**src/pkg/swtx_params.svh**
```systemverilog
`ifndef SWTX_PARAMS_SVH
`define SWTX_PARAMS_SVH
// Register byte offsets on APB
`define SWTX_OFF_GENCFG    12'h000
`define SWTX_OFF_PWRCFG    12'h004
`define SWTX_OFF_WAKE      12'h008
`define SWTX_OFF_BATT      12'h00c
`define SWTX_OFF_TXCFG     12'h010
`define SWTX_OFF_TXBUF     12'h014
`define SWTX_OFF_RXCFG     12'h018
`define SWTX_OFF_STATUS    12'h01c
`define SWTX_OFF_RXFIFO    12'h020
`define SWTX_OFF_CMD       12'h024
// general_config fields
`define SWTX_GEN_TXREG     7
`define SWTX_GEN_RX_FIFO_ENABLE    6
// power_mgmt_config fields
`define SWTX_PM_OSC        0
`define SWTX_PM_WUT        1
`define SWTX_PM_LBD        2
`define SWTX_PM_TXC        5
`define SWTX_PM_RXC        7
// status_word fields
`define SWTX_ST_TXRDY      15
`define SWTX_ST_WAKE       14
`define SWTX_ST_LBATT      10
`define SWTX_ST_FIFOFULL   13
`define SWTX_ST_FIFOIRQ    12
`define SWTX_ST_SLEEP      0
// Reset values
`define SWTX_PRESET_BYTE   8'haa
`define SWTX_GEN_RESET     8'h00
`define SWTX_PM_RESET      8'h01
// Wake-up duration: 1.03 ms unit and 0.5 ms offset, in ns
`define SWTX_WAKE_UNIT_NS  1030000
`define SWTX_WAKE_OFS_NS   500000
`define SWTX_CLK_NS        100
`define SWTX_WAKE_UNIT_CYC (`SWTX_WAKE_UNIT_NS / `SWTX_CLK_NS)
`define SWTX_WAKE_OFS_CYC  (`SWTX_WAKE_OFS_NS / `SWTX_CLK_NS)
`define SWTX_WAKE_EXP_MAX  5'd29
`define SWTX_FIFO_BITS     16
`endif

```
**src/pkg/swtx_pkg.sv**
```systemverilog
package swtx_pkg;
   typedef enum logic [1:0] {SWTX_ACTIVE, SWTX_SLEEP} swtx_pwr_t;
   typedef enum logic [1:0] {SWTX_TX_IDLE, SWTX_TX_PRE, SWTX_TX_SEND} swtx_tx_t;
endpackage

```
**src/hdl/swtx_sync.sv**
```systemverilog
// Purpose: two-flop synchroniser for pins, per bit via generate
// Assumes: inputs asynchronous to pclk
// Notes:   first stage feeds only the second
`timescale 1ns/1ns
module swtx_sync #(
   parameter int W = 1
) (
   input  wire logic         pclk,
   input  wire logic         presetn,
   input  wire logic [W-1:0] async_in,
   output logic      [W-1:0] sync_out
);
   genvar i;
   generate
      for (i = 0; i < W; i++) begin : g_bit
         logic stage1;
         always_ff @(posedge pclk or negedge presetn) begin
            if (!presetn) begin
               stage1      <= 1'b1;
               sync_out[i] <= 1'b1;
            end else begin
               stage1      <= async_in[i];
               sync_out[i] <= stage1;
            end
         end
      end
   endgenerate
endmodule

```
**src/hdl/swtx_core.sv**
```systemverilog
// Purpose: sleep/wake control, buffered transmit register and rx fifo fill
// Assumes: pclk 10 MHz; link clock and pins sampled through swtx_sync
// Notes:   registers reached over APB, zero wait states
`timescale 1ns/1ns
`include "swtx_params.svh"
module swtx_core (
   input  wire logic        pclk,
   input  wire logic        presetn,
   input  wire logic        psel,
   input  wire logic        penable,
   input  wire logic        pwrite,
   input  wire logic [11:0] paddr,
   input  wire logic [31:0] pwdata,
   output logic      [31:0] prdata,
   output logic             pready,
   output logic             pslverr,
   input  wire logic        link_clk,
   input  wire logic        cs_n,
   input  wire logic        serial_in,
   input  wire logic        wake_n,
   input  wire logic        shared_pin,
   input  wire logic        rx_bit,
   input  wire logic        data_valid_in,
   input  wire logic        sync_detect,
   input  wire logic        batt_below,
   output logic             host_irq_out,
   output logic             fifo_irq_out,
   output logic             serial_out,
   output logic             tx_bit_out,
   output logic             fsk_sign,
   output logic [3:0]       deviation_code,
   output logic             osc_on,
   output logic             rf_on
);
   logic [6:0] pin_s;
   swtx_sync #(.W(7)) u_sync (
      .pclk     (pclk),
      .presetn  (presetn),
      .async_in ({link_clk, cs_n, serial_in, wake_n, shared_pin, rx_bit, data_valid_in}),
      .sync_out (pin_s)
   );
   logic lclk_s, cs_s, sdi_s, wake_s, register_select_input_s, rxb_s, dv_s;
   assign {lclk_s, cs_s, sdi_s, wake_s, register_select_input_s, rxb_s, dv_s} = pin_s;
   logic sync_det_s, batt_s;
   swtx_sync #(.W(2)) u_sync2 (
      .pclk     (pclk),
      .presetn  (presetn),
      .async_in ({sync_detect, batt_below}),
      .sync_out ({sync_det_s, batt_s})
   );

   // Registers
   logic [7:0]  general_config, power_mgmt_config, next_gen, next_pm;
   logic [12:0] wake_timer_setting, next_wts;
   logic [3:0]  lowbatt_threshold_code, next_lbc;
   logic [7:0]  tx_config, next_txc;
   logic [7:0]  rx_config, next_rxc;
   logic [7:0]  tx_byte_buffer, next_txb;
   logic        sleep_req, next_sleep_req;
   logic        lowbatt_flag, next_lbf, wake_flag, next_wake_flag;
   logic        lclk_d, next_lclk_d, cs_d, next_cs_d, wake_d, next_wake_d;
   logic [7:0]  tx_hold, tx_shift, next_tx_hold, next_tx_shift;
   logic [2:0]  tx_cnt, next_tx_cnt;
   logic        hold_full, next_hold_full, underrun, next_underrun;
   logic        byte_irq, next_byte_irq;
   swtx_pkg::swtx_tx_t  tx_st, next_tx_st;
   swtx_pkg::swtx_pwr_t pwr, next_pwr;
   logic [15:0] fifo, next_fifo;
   logic [4:0]  fifo_cnt, next_fifo_cnt;
   logic        fifo_arm, next_fifo_arm;
   logic [31:0] wake_cnt, next_wake_cnt;
   logic [7:0]  spi_sh, next_spi_sh;
   logic        spi_req, next_spi_req;
   logic [31:0] next_prdata;

   wire apb_acc = psel && penable;
   wire wr      = apb_acc && pwrite;
   // Reads are captured in the setup cycle, so the data stands at the completing edge
   wire rd      = psel && !penable && !pwrite;
   wire tx_reg_en = general_config[`SWTX_GEN_TXREG];
   wire tx_on     = power_mgmt_config[`SWTX_PM_TXC];
   wire lclk_rise = lclk_s && !lclk_d;
   wire lclk_fall = !lclk_s && lclk_d;
   wire fifo_full = fifo_cnt == 5'(`SWTX_FIFO_BITS);
   wire fifo_over = {3'h0, fifo_cnt} > rx_config;
   wire any_irq   = byte_irq || underrun || lowbatt_flag || wake_flag || fifo_over;
   wire wr_txb    = wr && paddr == `SWTX_OFF_TXBUF;

   // Wake interval in pclk cycles; exponent clamped at 29 (SWTX_WAKE_EXP_MAX)
   logic [4:0]  wexp;
   logic [63:0] wake_target;
   always_comb begin
      wexp = (wake_timer_setting[12:8] > `SWTX_WAKE_EXP_MAX) ? `SWTX_WAKE_EXP_MAX
                                                            : wake_timer_setting[12:8];
      wake_target = ((64'(`SWTX_WAKE_UNIT_CYC) * 64'(wake_timer_setting[7:0])) << wexp)
                    + 64'(`SWTX_WAKE_OFS_CYC);
   end

   always_comb begin
      next_gen = general_config;
      next_pm = power_mgmt_config;
      next_wts = wake_timer_setting;
      next_lbc = lowbatt_threshold_code;
      next_txc = tx_config;
      next_rxc = rx_config;
      next_txb = tx_byte_buffer;
      next_sleep_req = 1'b0;
      next_lbf = lowbatt_flag;
      next_wake_flag = wake_flag;
      next_lclk_d = lclk_s;
      next_cs_d = cs_s;
      next_wake_d = wake_s;
      next_prdata = prdata;
      if (wr) begin
         case (paddr)
            `SWTX_OFF_GENCFG: next_gen = pwdata[7:0];
            `SWTX_OFF_PWRCFG: next_pm  = pwdata[7:0];
            `SWTX_OFF_WAKE:   next_wts = pwdata[12:0];
            `SWTX_OFF_BATT:   next_lbc = pwdata[3:0];
            `SWTX_OFF_TXCFG:  next_txc = pwdata[7:0];
            `SWTX_OFF_TXBUF:  next_txb = pwdata[7:0];
            `SWTX_OFF_RXCFG:  next_rxc = pwdata[7:0];
            `SWTX_OFF_CMD:    next_sleep_req = pwdata[0];
            default:          next_gen = general_config;
         endcase
      end
      // Status read clears the sticky flags; a new event in that cycle wins
      if (rd && paddr == `SWTX_OFF_STATUS) begin
         next_lbf = 1'b0;
         next_wake_flag = 1'b0;
      end
      if (power_mgmt_config[`SWTX_PM_LBD] && batt_s)
         next_lbf = 1'b1;
      if ((wake_d && !wake_s) || (power_mgmt_config[`SWTX_PM_WUT]
           && 64'(wake_cnt) >= wake_target))
         next_wake_flag = 1'b1;
      if (rd) begin
         case (paddr)
            `SWTX_OFF_GENCFG: next_prdata = {24'h0, general_config};
            `SWTX_OFF_PWRCFG: next_prdata = {24'h0, power_mgmt_config};
            `SWTX_OFF_WAKE:   next_prdata = {19'h0, wake_timer_setting};
            `SWTX_OFF_BATT:   next_prdata = {28'h0, lowbatt_threshold_code};
            `SWTX_OFF_TXCFG:  next_prdata = {24'h0, tx_config};
            `SWTX_OFF_TXBUF:  next_prdata = {24'h0, tx_byte_buffer};
            `SWTX_OFF_RXCFG:  next_prdata = {24'h0, rx_config};
            `SWTX_OFF_RXFIFO: next_prdata = {16'h0, fifo};
            `SWTX_OFF_STATUS: next_prdata = {16'h0, !hold_full && tx_reg_en, wake_flag,
                                             fifo_full, fifo_over, 1'b0, lowbatt_flag,
                                             9'h0, pwr == swtx_pkg::SWTX_SLEEP};
            default:          next_prdata = 32'h0;
         endcase
      end
   end

   // Power state machine
   always_comb begin
      next_pwr = pwr;
      case (pwr)
         swtx_pkg::SWTX_ACTIVE:
            if (next_sleep_req && !any_irq)
               next_pwr = swtx_pkg::SWTX_SLEEP;
         swtx_pkg::SWTX_SLEEP:
            if (any_irq || spi_req || fifo_full || tx_on
                || power_mgmt_config[`SWTX_PM_RXC])
               next_pwr = swtx_pkg::SWTX_ACTIVE;
         default: next_pwr = swtx_pkg::SWTX_ACTIVE;
      endcase
      next_wake_cnt = power_mgmt_config[`SWTX_PM_WUT] ? wake_cnt + 32'h1 : 32'h0;
      if (next_wake_flag && !wake_flag)
         next_wake_cnt = 32'h0;
   end

   // Serial port: shifts on select low, cleared while select high
   always_comb begin
      next_spi_sh = spi_sh;
      next_spi_req = 1'b0;
      if (cs_s)
         next_spi_sh = 8'h0;
      else if (lclk_rise)
         next_spi_sh = {spi_sh[6:0], sdi_s};
      if (!cs_s && cs_d)
         next_spi_req = 1'b1;
   end

   // Transmit register
   always_comb begin
      next_tx_hold = tx_hold;
      next_tx_shift = tx_shift;
      next_tx_cnt = tx_cnt;
      next_hold_full = hold_full;
      next_underrun = underrun;
      next_byte_irq = 1'b0;
      next_tx_st = tx_st;
      case (tx_st)
         swtx_pkg::SWTX_TX_IDLE:
            if (tx_reg_en) begin
               next_tx_hold = `SWTX_PRESET_BYTE;
               next_tx_shift = `SWTX_PRESET_BYTE;
               next_hold_full = 1'b1;
               next_tx_st = swtx_pkg::SWTX_TX_PRE;
            end
         swtx_pkg::SWTX_TX_PRE:
            if (tx_on) begin
               next_tx_cnt = 3'h0;
               next_tx_st = swtx_pkg::SWTX_TX_SEND;
            end
         swtx_pkg::SWTX_TX_SEND:
            if (lclk_fall) begin
               next_tx_shift = {tx_shift[6:0], 1'b0};
               next_tx_cnt = tx_cnt + 3'h1;
               if (tx_cnt == 3'h7) begin
                  next_byte_irq = 1'b1;
                  next_underrun = !hold_full;
                  next_tx_shift = tx_hold;
                  next_hold_full = 1'b0;
               end
            end
         default: next_tx_st = swtx_pkg::SWTX_TX_IDLE;
      endcase
      if (wr_txb && tx_reg_en) begin
         next_tx_hold = pwdata[7:0];
         next_hold_full = 1'b1;
      end
      if (!tx_reg_en) begin
         next_underrun = 1'b0;
         next_tx_st = swtx_pkg::SWTX_TX_IDLE;
      end else if (!tx_on && tx_st == swtx_pkg::SWTX_TX_SEND)
         next_tx_st = swtx_pkg::SWTX_TX_PRE;
   end

   // Receive fifo
   always_comb begin
      next_fifo = fifo;
      next_fifo_cnt = fifo_cnt;
      next_fifo_arm = fifo_arm;
      if (!general_config[`SWTX_GEN_RX_FIFO_ENABLE]) begin
         next_fifo_arm = 1'b0;
         next_fifo_cnt = 5'h0;
      end else begin
         if (dv_s && sync_det_s)
            next_fifo_arm = 1'b1;
         if (fifo_arm && lclk_rise && !fifo_full) begin
            next_fifo = {fifo[14:0], rxb_s};
            next_fifo_cnt = fifo_cnt + 5'h1;
         end
         if (rd && paddr == `SWTX_OFF_RXFIFO)
            next_fifo_cnt = 5'(fifo_arm && lclk_rise && !fifo_full);
      end
   end

   always_ff @(posedge pclk or negedge presetn) begin
      if (!presetn) begin
         general_config <= `SWTX_GEN_RESET;
         power_mgmt_config <= `SWTX_PM_RESET;
         wake_timer_setting <= 13'h0;
         lowbatt_threshold_code <= 4'h0;
         tx_config <= 8'h0;
         rx_config <= 8'h0;
         tx_byte_buffer <= 8'h0;
         sleep_req <= 1'b0;
         lowbatt_flag <= 1'b0;
         wake_flag <= 1'b0;
         lclk_d <= 1'b0;
         cs_d <= 1'b1;
         wake_d <= 1'b1;
         prdata <= 32'h0;
         pwr <= swtx_pkg::SWTX_ACTIVE;
         wake_cnt <= 32'h0;
         spi_sh <= 8'h0;
         spi_req <= 1'b0;
         tx_hold <= 8'h0;
         tx_shift <= 8'h0;
         tx_cnt <= 3'h0;
         hold_full <= 1'b0;
         underrun <= 1'b0;
         byte_irq <= 1'b0;
         tx_st <= swtx_pkg::SWTX_TX_IDLE;
         fifo <= 16'h0;
         fifo_cnt <= 5'h0;
         fifo_arm <= 1'b0;
      end else begin
         general_config <= next_gen;
         power_mgmt_config <= next_pm;
         wake_timer_setting <= next_wts;
         lowbatt_threshold_code <= next_lbc;
         tx_config <= next_txc;
         rx_config <= next_rxc;
         tx_byte_buffer <= next_txb;
         sleep_req <= next_sleep_req;
         lowbatt_flag <= next_lbf;
         wake_flag <= next_wake_flag;
         lclk_d <= next_lclk_d;
         cs_d <= next_cs_d;
         wake_d <= next_wake_d;
         prdata <= next_prdata;
         pwr <= next_pwr;
         wake_cnt <= next_wake_cnt;
         spi_sh <= next_spi_sh;
         spi_req <= next_spi_req;
         tx_hold <= next_tx_hold;
         tx_shift <= next_tx_shift;
         tx_cnt <= next_tx_cnt;
         hold_full <= next_hold_full;
         underrun <= next_underrun;
         byte_irq <= next_byte_irq;
         tx_st <= next_tx_st;
         fifo <= next_fifo;
         fifo_cnt <= next_fifo_cnt;
         fifo_arm <= next_fifo_arm;
      end
   end

   assign pready = 1'b1;
   assign pslverr = 1'b0;
   // Oscillator and RF off in sleep; registers above keep their contents
   assign osc_on = pwr == swtx_pkg::SWTX_ACTIVE;
   assign rf_on = osc_on && (tx_on || power_mgmt_config[`SWTX_PM_RXC]);
   // Irq high and ready low at byte end; ready means hold byte free
   assign host_irq_out = any_irq;
   assign serial_out = tx_reg_en ? (!hold_full && !byte_irq) : 1'b0;
   assign fifo_irq_out = fifo_over;
   // Pin is direct data to fsk_sign when register disabled (tx_bit_out needs SWTX_TX_SEND), ignored otherwise (tx_shift[7] used)
   wire mod_bit = tx_reg_en ? tx_shift[7] : register_select_input_s;
   assign tx_bit_out = mod_bit && tx_st == swtx_pkg::SWTX_TX_SEND;
   assign fsk_sign = tx_config[4] ^ mod_bit;
   assign deviation_code = tx_config[3:0];
endmodule

```
**config.mk**
```make
export PLATFORM = sky130hd
export DESIGN_NAME = swtx_core
export DESIGN_NICKNAME = d
export VERILOG_FILES = /design/src/pkg/swtx_pkg.sv /design/src/hdl/swtx_sync.sv /design/src/hdl/swtx_core.sv
export VERILOG_INCLUDE_DIRS = /design/src /design/src/pkg
export SDC_FILE = /design/constraint.sdc
export NUM_CORES = 1
export LEC_CHECK = 0
export BUFFER_PORTS_ARGS = -buffer_cell sky130_fd_sc_hd__buf_2
export CORE_UTILIZATION = 50
export DETAILED_ROUTE_END_ITERATION = 7
export GPL_TIMING_DRIVEN = 0
export HOLD_SLACK_MARGIN = 0.02
export PLACE_DENSITY = 0.78
export SLEW_MARGIN = 10
export SYNTH_ARGS = -nofsm -noshare
export SYNTH_HDL_FRONTEND = slang
export SYNTH_SLANG_ARGS = --single-unit
```
**constraint.sdc**
```tcl
create_clock -name pclk -period 15.5 [get_ports pclk]
set_input_delay 1.55 -clock pclk [delete_from_list [all_inputs] [get_ports pclk]]
set_output_delay 1.55 -clock pclk [all_outputs]
set_load 0.02 [all_outputs]
```
# [Word-level counts from Yosys, hierarchy flattened]
# Index checks and enable logic that the tools add are counted.
[totals] output_inout_bits=45 wordCells=197 register_bits=191 inputBits=58
[classes] mux=46 reduce_logical=70 order_cmp=3 shifts=1 bitwise=1 n_addsub=4 mul=1 eq_ne=29
[op_table] operator="16-bit one-hot mux with 9 select lines" count=1
[op_table] operator="64-bit by 13-bit adder with 64-bit output (second input constant)" count=1
[op_table] operator="32-bit by 64-bit >= comparator with 1-bit output" count=1
[op_table] operator="32-bit two-way mux" count=2
[op_table] operator="22-bit by 5-bit << shifter with 64-bit output" count=1
[op_table] operator="12-bit by 5-bit == test with 1-bit output (second input constant)" count=4
[op_table] operator="8-bit two-way mux" count=5
[op_table] operator="32-bit by 1-bit adder with 32-bit output (second input constant)" count=1
[op_table] operator="12-bit by 4-bit == test with 1-bit output (second input constant)" count=2
[op_table] operator="12-bit by 6-bit == test with 1-bit output (second input constant)" count=2
[op_table] operator="1-bit logical AND" count=24
[op_table] operator="1-bit two-way mux" count=22
[op_table] operator="2-bit AND reduction" count=11
[op_table] operator="12-bit by 8-bit multiplier with 20-bit output (first input constant)" count=1
[op_table] operator="5-bit two-way mux" count=4
[op_table] operator="8-bit one-hot mux with 2 select lines" count=1
[op_table] operator="12-bit by 3-bit == test with 1-bit output (second input constant)" count=1
[op_table] operator="1-bit logical NOT" count=12
[op_table] operator="12-bit logical NOT" count=1
[op_table] operator="2-bit by 1-bit inequality test with 1-bit output (second input constant)" count=6
[op_table] operator="1-bit logical OR" count=10
[op_table] operator="2-bit two-way mux" count=5
[op_table] operator="2-bit nonzero test" count=5
[op_table] operator="3-bit inequality test (second input constant)" count=3
[op_table] operator="22 further kinds" count=29

# [Logic depth before layout (Yosys ltp)]
# Gate-level depths: netlist (run 1).
[logic_depth] word_depth=10 mapped_depth=32 ltp_nobuf=31

# [Hierarchy]
# A second synthesis (run 1) with hierarchy kept.
[unflattened] hier_cells=1434 area_unflattened_um2=13223.9
[by_module_without_submodules] mod="swtx_core" area_each_um2=12751.0 cells_each=1416 instances=1
[by_module_without_submodules] mod="swtx_sync (u_sync)" area_each_um2=367.9 cells_each=14 instances=1
[by_module_without_submodules] mod="swtx_sync (u_sync2)" area_each_um2=105.1 cells_each=4 instances=1

# [Least setup slack after synthesis (run 1)]
# No wires, ideal clock.
[synth_timing] path_kind="register to register" start="reg wake_timer_setting[5]" end="reg wake_cnt[10]" required_ns=15.359 t_arrival_ns=7.330 setup_ns=0.141 slack_ns=8.029 stages_incl_launch_ff=29 period_less_slack_ns=7.471 path_buffers=2 cell_sequence="dfrtp_1 > fa_1 > inv_1 > fa_1 > inv_1 > fa_1 > ha_1 > ha_1 > buf_6 > a21o_1 > a221oi_2 > o21ai_1 > a211oi_2 > o2bb2ai_1 > or2_4 > mux4_2 > nor4b_4 > nand4b_1 > or4_1 > a21o_1 > ha_1 > a21o_1 > a21o_1 > a21oi_1 > o21ai_0 > o21ai_0 > nor4b_2 > clkbuf_1 > a31oi_1"
[synth_between] elab_chain_len=9
[synth_rtl] element="start: declaration" line="swtx_core.sv:54" rtl="logic [12:0] wake_timer_setting, next_wts;"
[synth_rtl] element="start signal: assignment" line="swtx_core.sv:284" rtl="wake_timer_setting <= next_wts;"
[synth_rtl] element="12-bit by 8-bit multiplier with 20-bit output" line="swtx_core.sv:95" rtl="wake_target = ((64'(`SWTX_WAKE_UNIT_CYC) * 64'(wake_timer_setting[7:0])) << wexp)"
[synth_rtl] element="22-bit by 5-bit << shifter with 64-bit output" line="swtx_core.sv:95"
[synth_rtl] element="64-bit by 13-bit adder with 64-bit output" line="swtx_core.sv:95"
[synth_rtl] element="32-bit by 64-bit >= comparator with 1-bit output" line="swtx_core.sv:135" rtl="&& 64'(wake_cnt) >= wake_target))"
[synth_rtl] element="1-bit logical AND" line="swtx_core.sv:134" rtl="if ((wake_d && !wake_s) || (power_mgmt_config[`SWTX_PM_WUT]"
[synth_rtl] element="1-bit logical OR" line="swtx_core.sv:134"
[synth_rtl] element="1-bit two-way mux" line="swtx_core.sv:134"
[synth_rtl] element="1-bit logical AND" line="swtx_core.sv:169" rtl="if (next_wake_flag && !wake_flag)"
[synth_rtl] element="32-bit two-way mux" line="swtx_core.sv:169"
[synth_rtl] element="named net next_wake_cnt[10]" line="swtx_core.sv:71" rtl="logic [31:0] wake_cnt, next_wake_cnt;"
[synth_rtl] element="end signal: assignment" line="swtx_core.sv:297" rtl="wake_cnt <= next_wake_cnt;"
[synth_rtl] element="end: declaration" line="swtx_core.sv:71"
# The timed path passes the listed nets, and every way through them passes these cells.
# A chain may end at the register's enable or synchronous reset.

# [Final worst setup path (run 1)]
[layout_timing] start="reg wake_timer_setting[6]" end="reg wake_cnt[11]"
# The elaborated chain is that of the path after synthesis.

==> results.yml, run 1 <==
finish:
  drive_above_1_share_pct: 17.2
  nets: 1733
  diodes: 0
  syn_to_final_growth_pct: 10.8
  fill_cells: 2275
  mostFrequentLayoutCell: "nand2_1"
  mostFrequentLayoutCells: "nand2_1 (156), dfrtp_1 (155), ha_1 (96)"
timing:
  tns_ns: 0
  finalHoldViolations: 0
  tightest_slew_ns: 1.24
  grt_setup_unrepaired: "false"
  period_share_pct: 59.2
  setup_violations: 0
  drv_slew: 0
  clock.fmax_mhz: 109
  whs_ns: 0.355
  slew_headroom_pct: 16.8
  fin_skew_ns: 0.0161
  timing.final.crit_period_ns: 9.18
clock_network:
  clk_latency_ns: 0.44
  cts-buffers-inserted: 17
  cts.path.max_buffers: 2
  path_clk_slew_ns: 0.08
  cts_max_level: 4
  cts_tree: "built"
  postCtsHoldBufs: 0
  numClockSinks: 174
  cts_resized: 0
  cts-root-buf: "clkbuf_16"
  post_cts_buffers: 0
pwr:
  leakage_nw: 6.90
  power_density_nw_per_um2: 62.9
  vdd_ir_drop_max_mv: 0.0836
hold_path:
  hp-class: "reg2reg"
  hold_path.startpoint: "u_sync.g_bit[6].stage1$_DFF_PN1_"
  min_path_cells: 0
critical_path:
  reg2reg_to: "wake_cnt[11]$_DFF_PN0_"
  ff2ff_path_depth: 28
  required_ns: 15.78
  worstPathArrival_ns: 9.46
  timing.critical_path.mode_cell: "a21o_1"
  cpPeakStageDelay_ns: 0.88
  critPathMaxFanout: 10
  slowest_stage: "nor4b_2"
  critical_path_class: "reg2reg"
  worstSetupEndpointType: "register"
  rrSetupSlack_ns: 6.32
  r2r-start: "wake_timer_setting[6]$_DFFE_PN0P_"
  startpoint: "wake_timer_setting[6]$_DFFE_PN0P_"
  endpoint: "wake_cnt[11]$_DFF_PN0_"
  startpoint_type: "register"
synth:
  synth.distinct_cells: 98
  postSynthCellCount: 1467
  syn_area_per_cell_sq_um: 9.16
  synth-edff-count: 0
  ys_top_cells_by_area: "dfrtp_1 (29%), ha_1 (8.9%), mux2_2 (7.0%)"
  synth_area_sq_um: 13400
  ys_seq_area_share_pct: 32.6
  yosysTopAreaCellShare_pct: 28.9
  yosysWarnings: 0
  ys.flop_type: "dfrtp_1"
  yosys.area.top_type: "dfrtp_1"
  async_flop_share_pct: 100
  synth-seq-cells: 174
routing:
  wirelength_mm: 39.8
  first_pass_iters: 8
  drc_errors: 2
  ant_nets: 0
  viasPerCell: 6.46
  vias: 12400
  wl_per_cell_um: 20.8
  dr.first_iter.drc_count: 1358
placed_design:
  place_congestion: 1.01
  portBuffers: 63
  hpwl_mm: 30.0
die:
  start_util_pct: 51.3
  dieArea_sq_um: 27500
  die_y_um: 166
  die_w_um: 166
  row_count: 59
  io_pins: 103
  core_area_sq_um: 26200
global_routing:
  grt_pass1_vias: 12100
  grt_max_degree: 117
  grt_usage_pct: 29.1
  overflow: 0
  use_met2_pct: 48.3
  busiest_layer: "met2"
  grtUsageMet3_pct: 4.22
  grt_util_met1_pct: 37.8
  antenna_found_initial: 1
  grt_pass1_wl_mm: 64.1
flow_run:
  cap_violations: 0
outcome:
  violations: "design-rule violations"
  status: "finished, violations left"
-- sequential cells by signal, indices dropped and copies added (netlist names), 2 cells and up --
signal,cells
wake_cnt,32
fifo,16
prdata,16
wake_timer_setting,13
general_config,8
power_mgmt_config,8
rx_config,8
tx_byte_buffer,8
tx_config,8
tx_hold,8
tx_shift,8
u_sync.g_bit.stage1,6
u_sync.sync_out,6
fifo_cnt,5
lowbatt_threshold_code,4
tx_cnt,3
tx_st,2
u_sync2.g_bit.stage1,2
u_sync2.sync_out,2
-- worst min path at each step --
stage                                          to  slack [ns]
finish               u_sync.sync_out[6]$_DFF_PN1_        0.35
global placement    u_sync2.sync_out[1]$_DFF_PN1_        0.35
detailed placement   u_sync.sync_out[5]$_DFF_PN1_        0.35
CTS                  u_sync.sync_out[6]$_DFF_PN1_        0.35
global route         u_sync.sync_out[6]$_DFF_PN1_        0.35
floorplan            u_sync.sync_out[0]$_DFF_PN1_        0.35
-- synthesized netlist by cell type (26+ instances only) --
cell	number
o21ai_0	67
xnor2_1	40
mux2_2	83
a21o_1	27
ha_1	96
inv_1	54
nand4_1	26
a31oi_1	49
dfrtp_1	155
nand2_1	156
a21oi_1	57
nor2_1	91
nor3_1	37
clkbuf_1	54
nand3_1	45
-- cell type report --
class	instances	area, sq um	share of cell area, %
Sequential cell	174	4380	29.4
Timing Repair Buffer	65	360	2.42
Multi-Input combinational cell	1154	8430	56.6
Buffer	100	504	3.39
Inverter	55	206	1.39
Clock inverter	14	171	1.15
Clock buffer	18	429	2.88
Tap cell	335	419	2.81
-- cell families (layout without fill, tap and decap cells) --
kind of cell             count (synthesis)  count (layout)  share of synthesized area, %
AO/OA/AOI/OAI                          390             390                          20.8
XOR/XNOR                                62              62                          4.04
adder cells (fa/ha/maj)                108             108                          10.7
buffers and inverters                  155             252                          5.29
flip-flops                             174             174                          32.6
multiplexers                           112             112                          9.53
other                                    2              18                        0.0559
AND/OR/NAND/NOR                        464             464                          17.0
-- critical path, delay by kind of cell, from the launching register on --
kind            cells  cell delay (ns)
flops               1             0.58
buf+inv             4             0.69
compound gates     12             2.69
simple gates        5             2.26
fa+ha+maj           6             2.50
xor+xnor            1             0.31
-- metrics by stage --
stage | total power, mW | utilization, % | instance area (sq um) | cells | worst slack (ns)
6_report | 0.937 | 56.8 | 14900 | 1915 | 6.32
5_1_grt | 0.963 | 56.8 | 14900 | 1915 | 5.75
4_1_cts | 0.941 | 56.8 | 14900 | 1915 | 6.39
3_5_place_dp | 0.516 | 54.5 | 14300 | 1883 | 6.42
3_3_place_gp | 0.514 | 54.3 | 14200 | 1881 | 6.49
2_1_floorplan | 0.491 | - | 13500 | 1483 | 8.03
-- power breakdown --
part,leakage (nW),internal [mW],switching [mW]
clock,0.287,0.218,0.211
combinational,4.29,0.0138,0.0302
sequential,2.32,0.460,0.00352
total,6.90,0.692,0.245
-- metal layers --
| metal | vias up | part of all wire [%] |
|---|---|---|
| li1 | 5635 | - |
| met1 | 5974 | 40 |
| met2 | 629 | 48 |
| met3 | 131 | 8.1 |
| met4 | 0 | 4.0 |
| met5 | - | 0 |
Power figures use the tool's default switching activity.
==> run 2, diff against run 1 <==
==> constraint.sdc (replaced) <==
create_clock -name pclk -period 9.3 [get_ports pclk]
set_input_delay 0.93 -clock pclk [delete_from_list [all_inputs] [get_ports pclk]]
set_output_delay 0.93 -clock pclk [all_outputs]
set_load 0.02 [all_outputs]
==> run 2 against run 1 <==
Combinational power rose by 67%. The run still ends with design-rule violations left. Via count shrank 0.38%. Largest power group unchanged. Wire length about the same. Total power rose by 67%.
==> results.yml, run 2 (synthesized netlist as in run 1, its figures left out) <==
finish:
  regMostFlops: "wake_cnt"
  fill_cells: 2273
  mostFrequentLayoutCells: "nand2_1 (156), dfrtp_1 (155), ha_1 (96)"
  nets: 1734
  top_regs: "wake_cnt: 32 flops, fifo: 16 flops, prdata: 16 flops"
  syn_to_final_growth_pct: 11.0
  mostFrequentLayoutCell: "nand2_1"
  largest_register_ffs: 32
  diodes: 0
  drive_above_1_share_pct: 17.3
die:
  start_util_pct: 51.3
  row_count: 59
  die_w_um: 166
  io_pins: 103
  die_y_um: 166
  core_area_sq_um: 26200
  dieArea_sq_um: 27500
global_routing:
  grt_pass1_vias: 12100
  overflow: 0
  grt_usage_pct: 29.1
  antenna_found_initial: 1
  grt_pass1_wl_mm: 64.1
  grt_max_degree: 117
clock_network:
  clk_latency_ns: 0.44
  path_clk_slew_ns: 0.08
  cts_max_level: 4
  cts-buffers-inserted: 17
  numClockSinks: 174
  cts-root-buf: "clkbuf_16"
  cts_tree: "built"
  cts.path.max_buffers: 2
  postCtsHoldBufs: 0
routing:
  vias: 12300
  met3_length_mm: 2.87
  ant_nets: 0
  first_pass_iters: 8
  wirelength_mm: 39.8
  dr.first_iter.drc_count: 1449
  top_layer: "met4"
  met2_length_mm: 18.8
  viasPerCell: 6.43
  drt-met1-wl_mm: 16.5
  drc_errors: 2
  wl_per_cell_um: 20.8
critical_path:
  cpPeakStageDelay_ns: 0.64
  rrSetupSlack_ns: 0.55
  slowest_stage: "fa_1"
  critPathMaxFanout: 10
  r2r-start: "wake_timer_setting[5]$_DFFE_PN0P_"
  crit_buf_inv: 5
  reg2reg_to: "wake_cnt[11]$_DFF_PN0_"
  startpoint_type: "register"
  ff2ff_path_depth: 29
  required_ns: 9.58
  critical_path_class: "reg2reg"
  worstPathArrival_ns: 9.03
  worstSetupEndpointType: "register"
  critPathTopFamily: "compound AO/OA/AOI/OAI gates"
placed_design:
  portBuffers: 63
  place_congestion: 1.01
  hpwl_mm: 30.0
timing:
  slew_headroom_pct: 17.0
  period_share_pct: 94.1
  tns_ns: 0
  setup_violations: 0
  timing.final.crit_period_ns: 8.75
  fin_skew_ns: 0.0182
  clock.fmax_mhz: 114
  grt_setup_unrepaired: "false"
  tightest_slew_ns: 1.23
  drv_slew: 0
  finalHoldViolations: 0
  whs_ns: 0.356
pwr:
  vdd_ir_drop_max_mv: 0.139
  power_density_nw_per_um2: 105
  leakage_nw: 6.91
hold_path:
  hold_path.startpoint: "u_sync.g_bit[6].stage1$_DFF_PN1_"
  hp-class: "reg2reg"
  min_path_cells: 0
  hold_path_end: "u_sync.sync_out[6]$_DFF_PN1_"
outcome:
  status: "finished, violations left"
  violations: "design-rule violations"
flow_run:
  cap_violations: 0
run 2: worst reg2reg max path, delay by kind of cell (launching register included):
kind	cells	cell delay (ns)
AND/OR/NAND/NOR	6	1.86
flip-flops	1	0.56
AO/OA/AOI/OAI	12	2.79
adder cells (fa/ha/maj)	6	2.44
buffers and inverters	5	0.96
run 2: where the power goes:
| group | switching (mW) | internal, mW | leakage, nW |
|---|---|---|---|
| Clock | 0.353 | 0.363 | 0.287 |
| Sequential | 0.00587 | 0.767 | 2.32 |
| Combinational | 0.0504 | 0.0230 | 4.30 |
run 2: stage by stage:
step	cell area, sq um	instances	setup WS, ns	utilization, %	power (mW)
4_1_cts	14900	1915	0.189	56.8	1.57
2_1_floorplan	13500	1483	1.83	-	0.818
3_5_place_dp	14300	1883	0.225	54.5	0.860
3_3_place_gp	14200	1881	0.294	54.3	0.857
5_1_grt	14900	1916	0.0446	56.9	1.61
6_report	14900	1916	0.549	56.9	1.56
run 2: how the worst max path moves through the flow:
| stage | from | to | slack (ns) | cells after the start |
|---|---|---|---|---|
| after detailed placement | wake_timer_setting[6]$_DFFE_PN0P_ | wake_cnt[27]$_DFF_PN0_ | 0.22 | 28 |
| final | wake_timer_setting[5]$_DFFE_PN0P_ | wake_cnt[11]$_DFF_PN0_ | 0.55 | 29 |
| after CTS | wake_timer_setting[6]$_DFFE_PN0P_ | wake_cnt[29]$_DFF_PN0_ | 0.19 | 28 |
| after global placement | wake_timer_setting[5]$_DFFE_PN0P_ | wake_cnt[22]$_DFF_PN0_ | 0.29 | 28 |
| after floorplan | wake_timer_setting[5]$_DFFE_PN0P_ | wake_cnt[10]$_DFF_PN0_ | 1.83 | 28 |
| after global routing | wake_timer_setting[6]$_DFFE_PN0P_ | wake_cnt[21]$_DFF_PN0_ | 0.04 | 29 |
run 2: layout make-up:
class | count | area (sq um) | share of cell area (%)
Buffer | 100 | 504 | 3.38
Clock buffer | 18 | 429 | 2.88
Clock inverter | 14 | 171 | 1.15
Inverter | 55 | 206 | 1.38
Multi-Input combinational cell | 1154 | 8440 | 56.6
Sequential cell | 174 | 4380 | 29.3
Tap cell | 335 | 419 | 2.81
Timing Repair Buffer | 66 | 368 | 2.47
run 2: per-layer routing:
layer  vias up  global-route usage (%)
li1       5639                       -
met1      5963                    37.8
met2       586                    48.3
met3       134                    4.22
met4         0                    13.0
met5         -                       0
run 2: what timing repair did:
item                                   in CTS  in global routing
setup buffers                               0                  1
gates resized for setup                     0                  2
endpoints found under the hold margin       0                  0
setup endpoints to repair                   0                 31
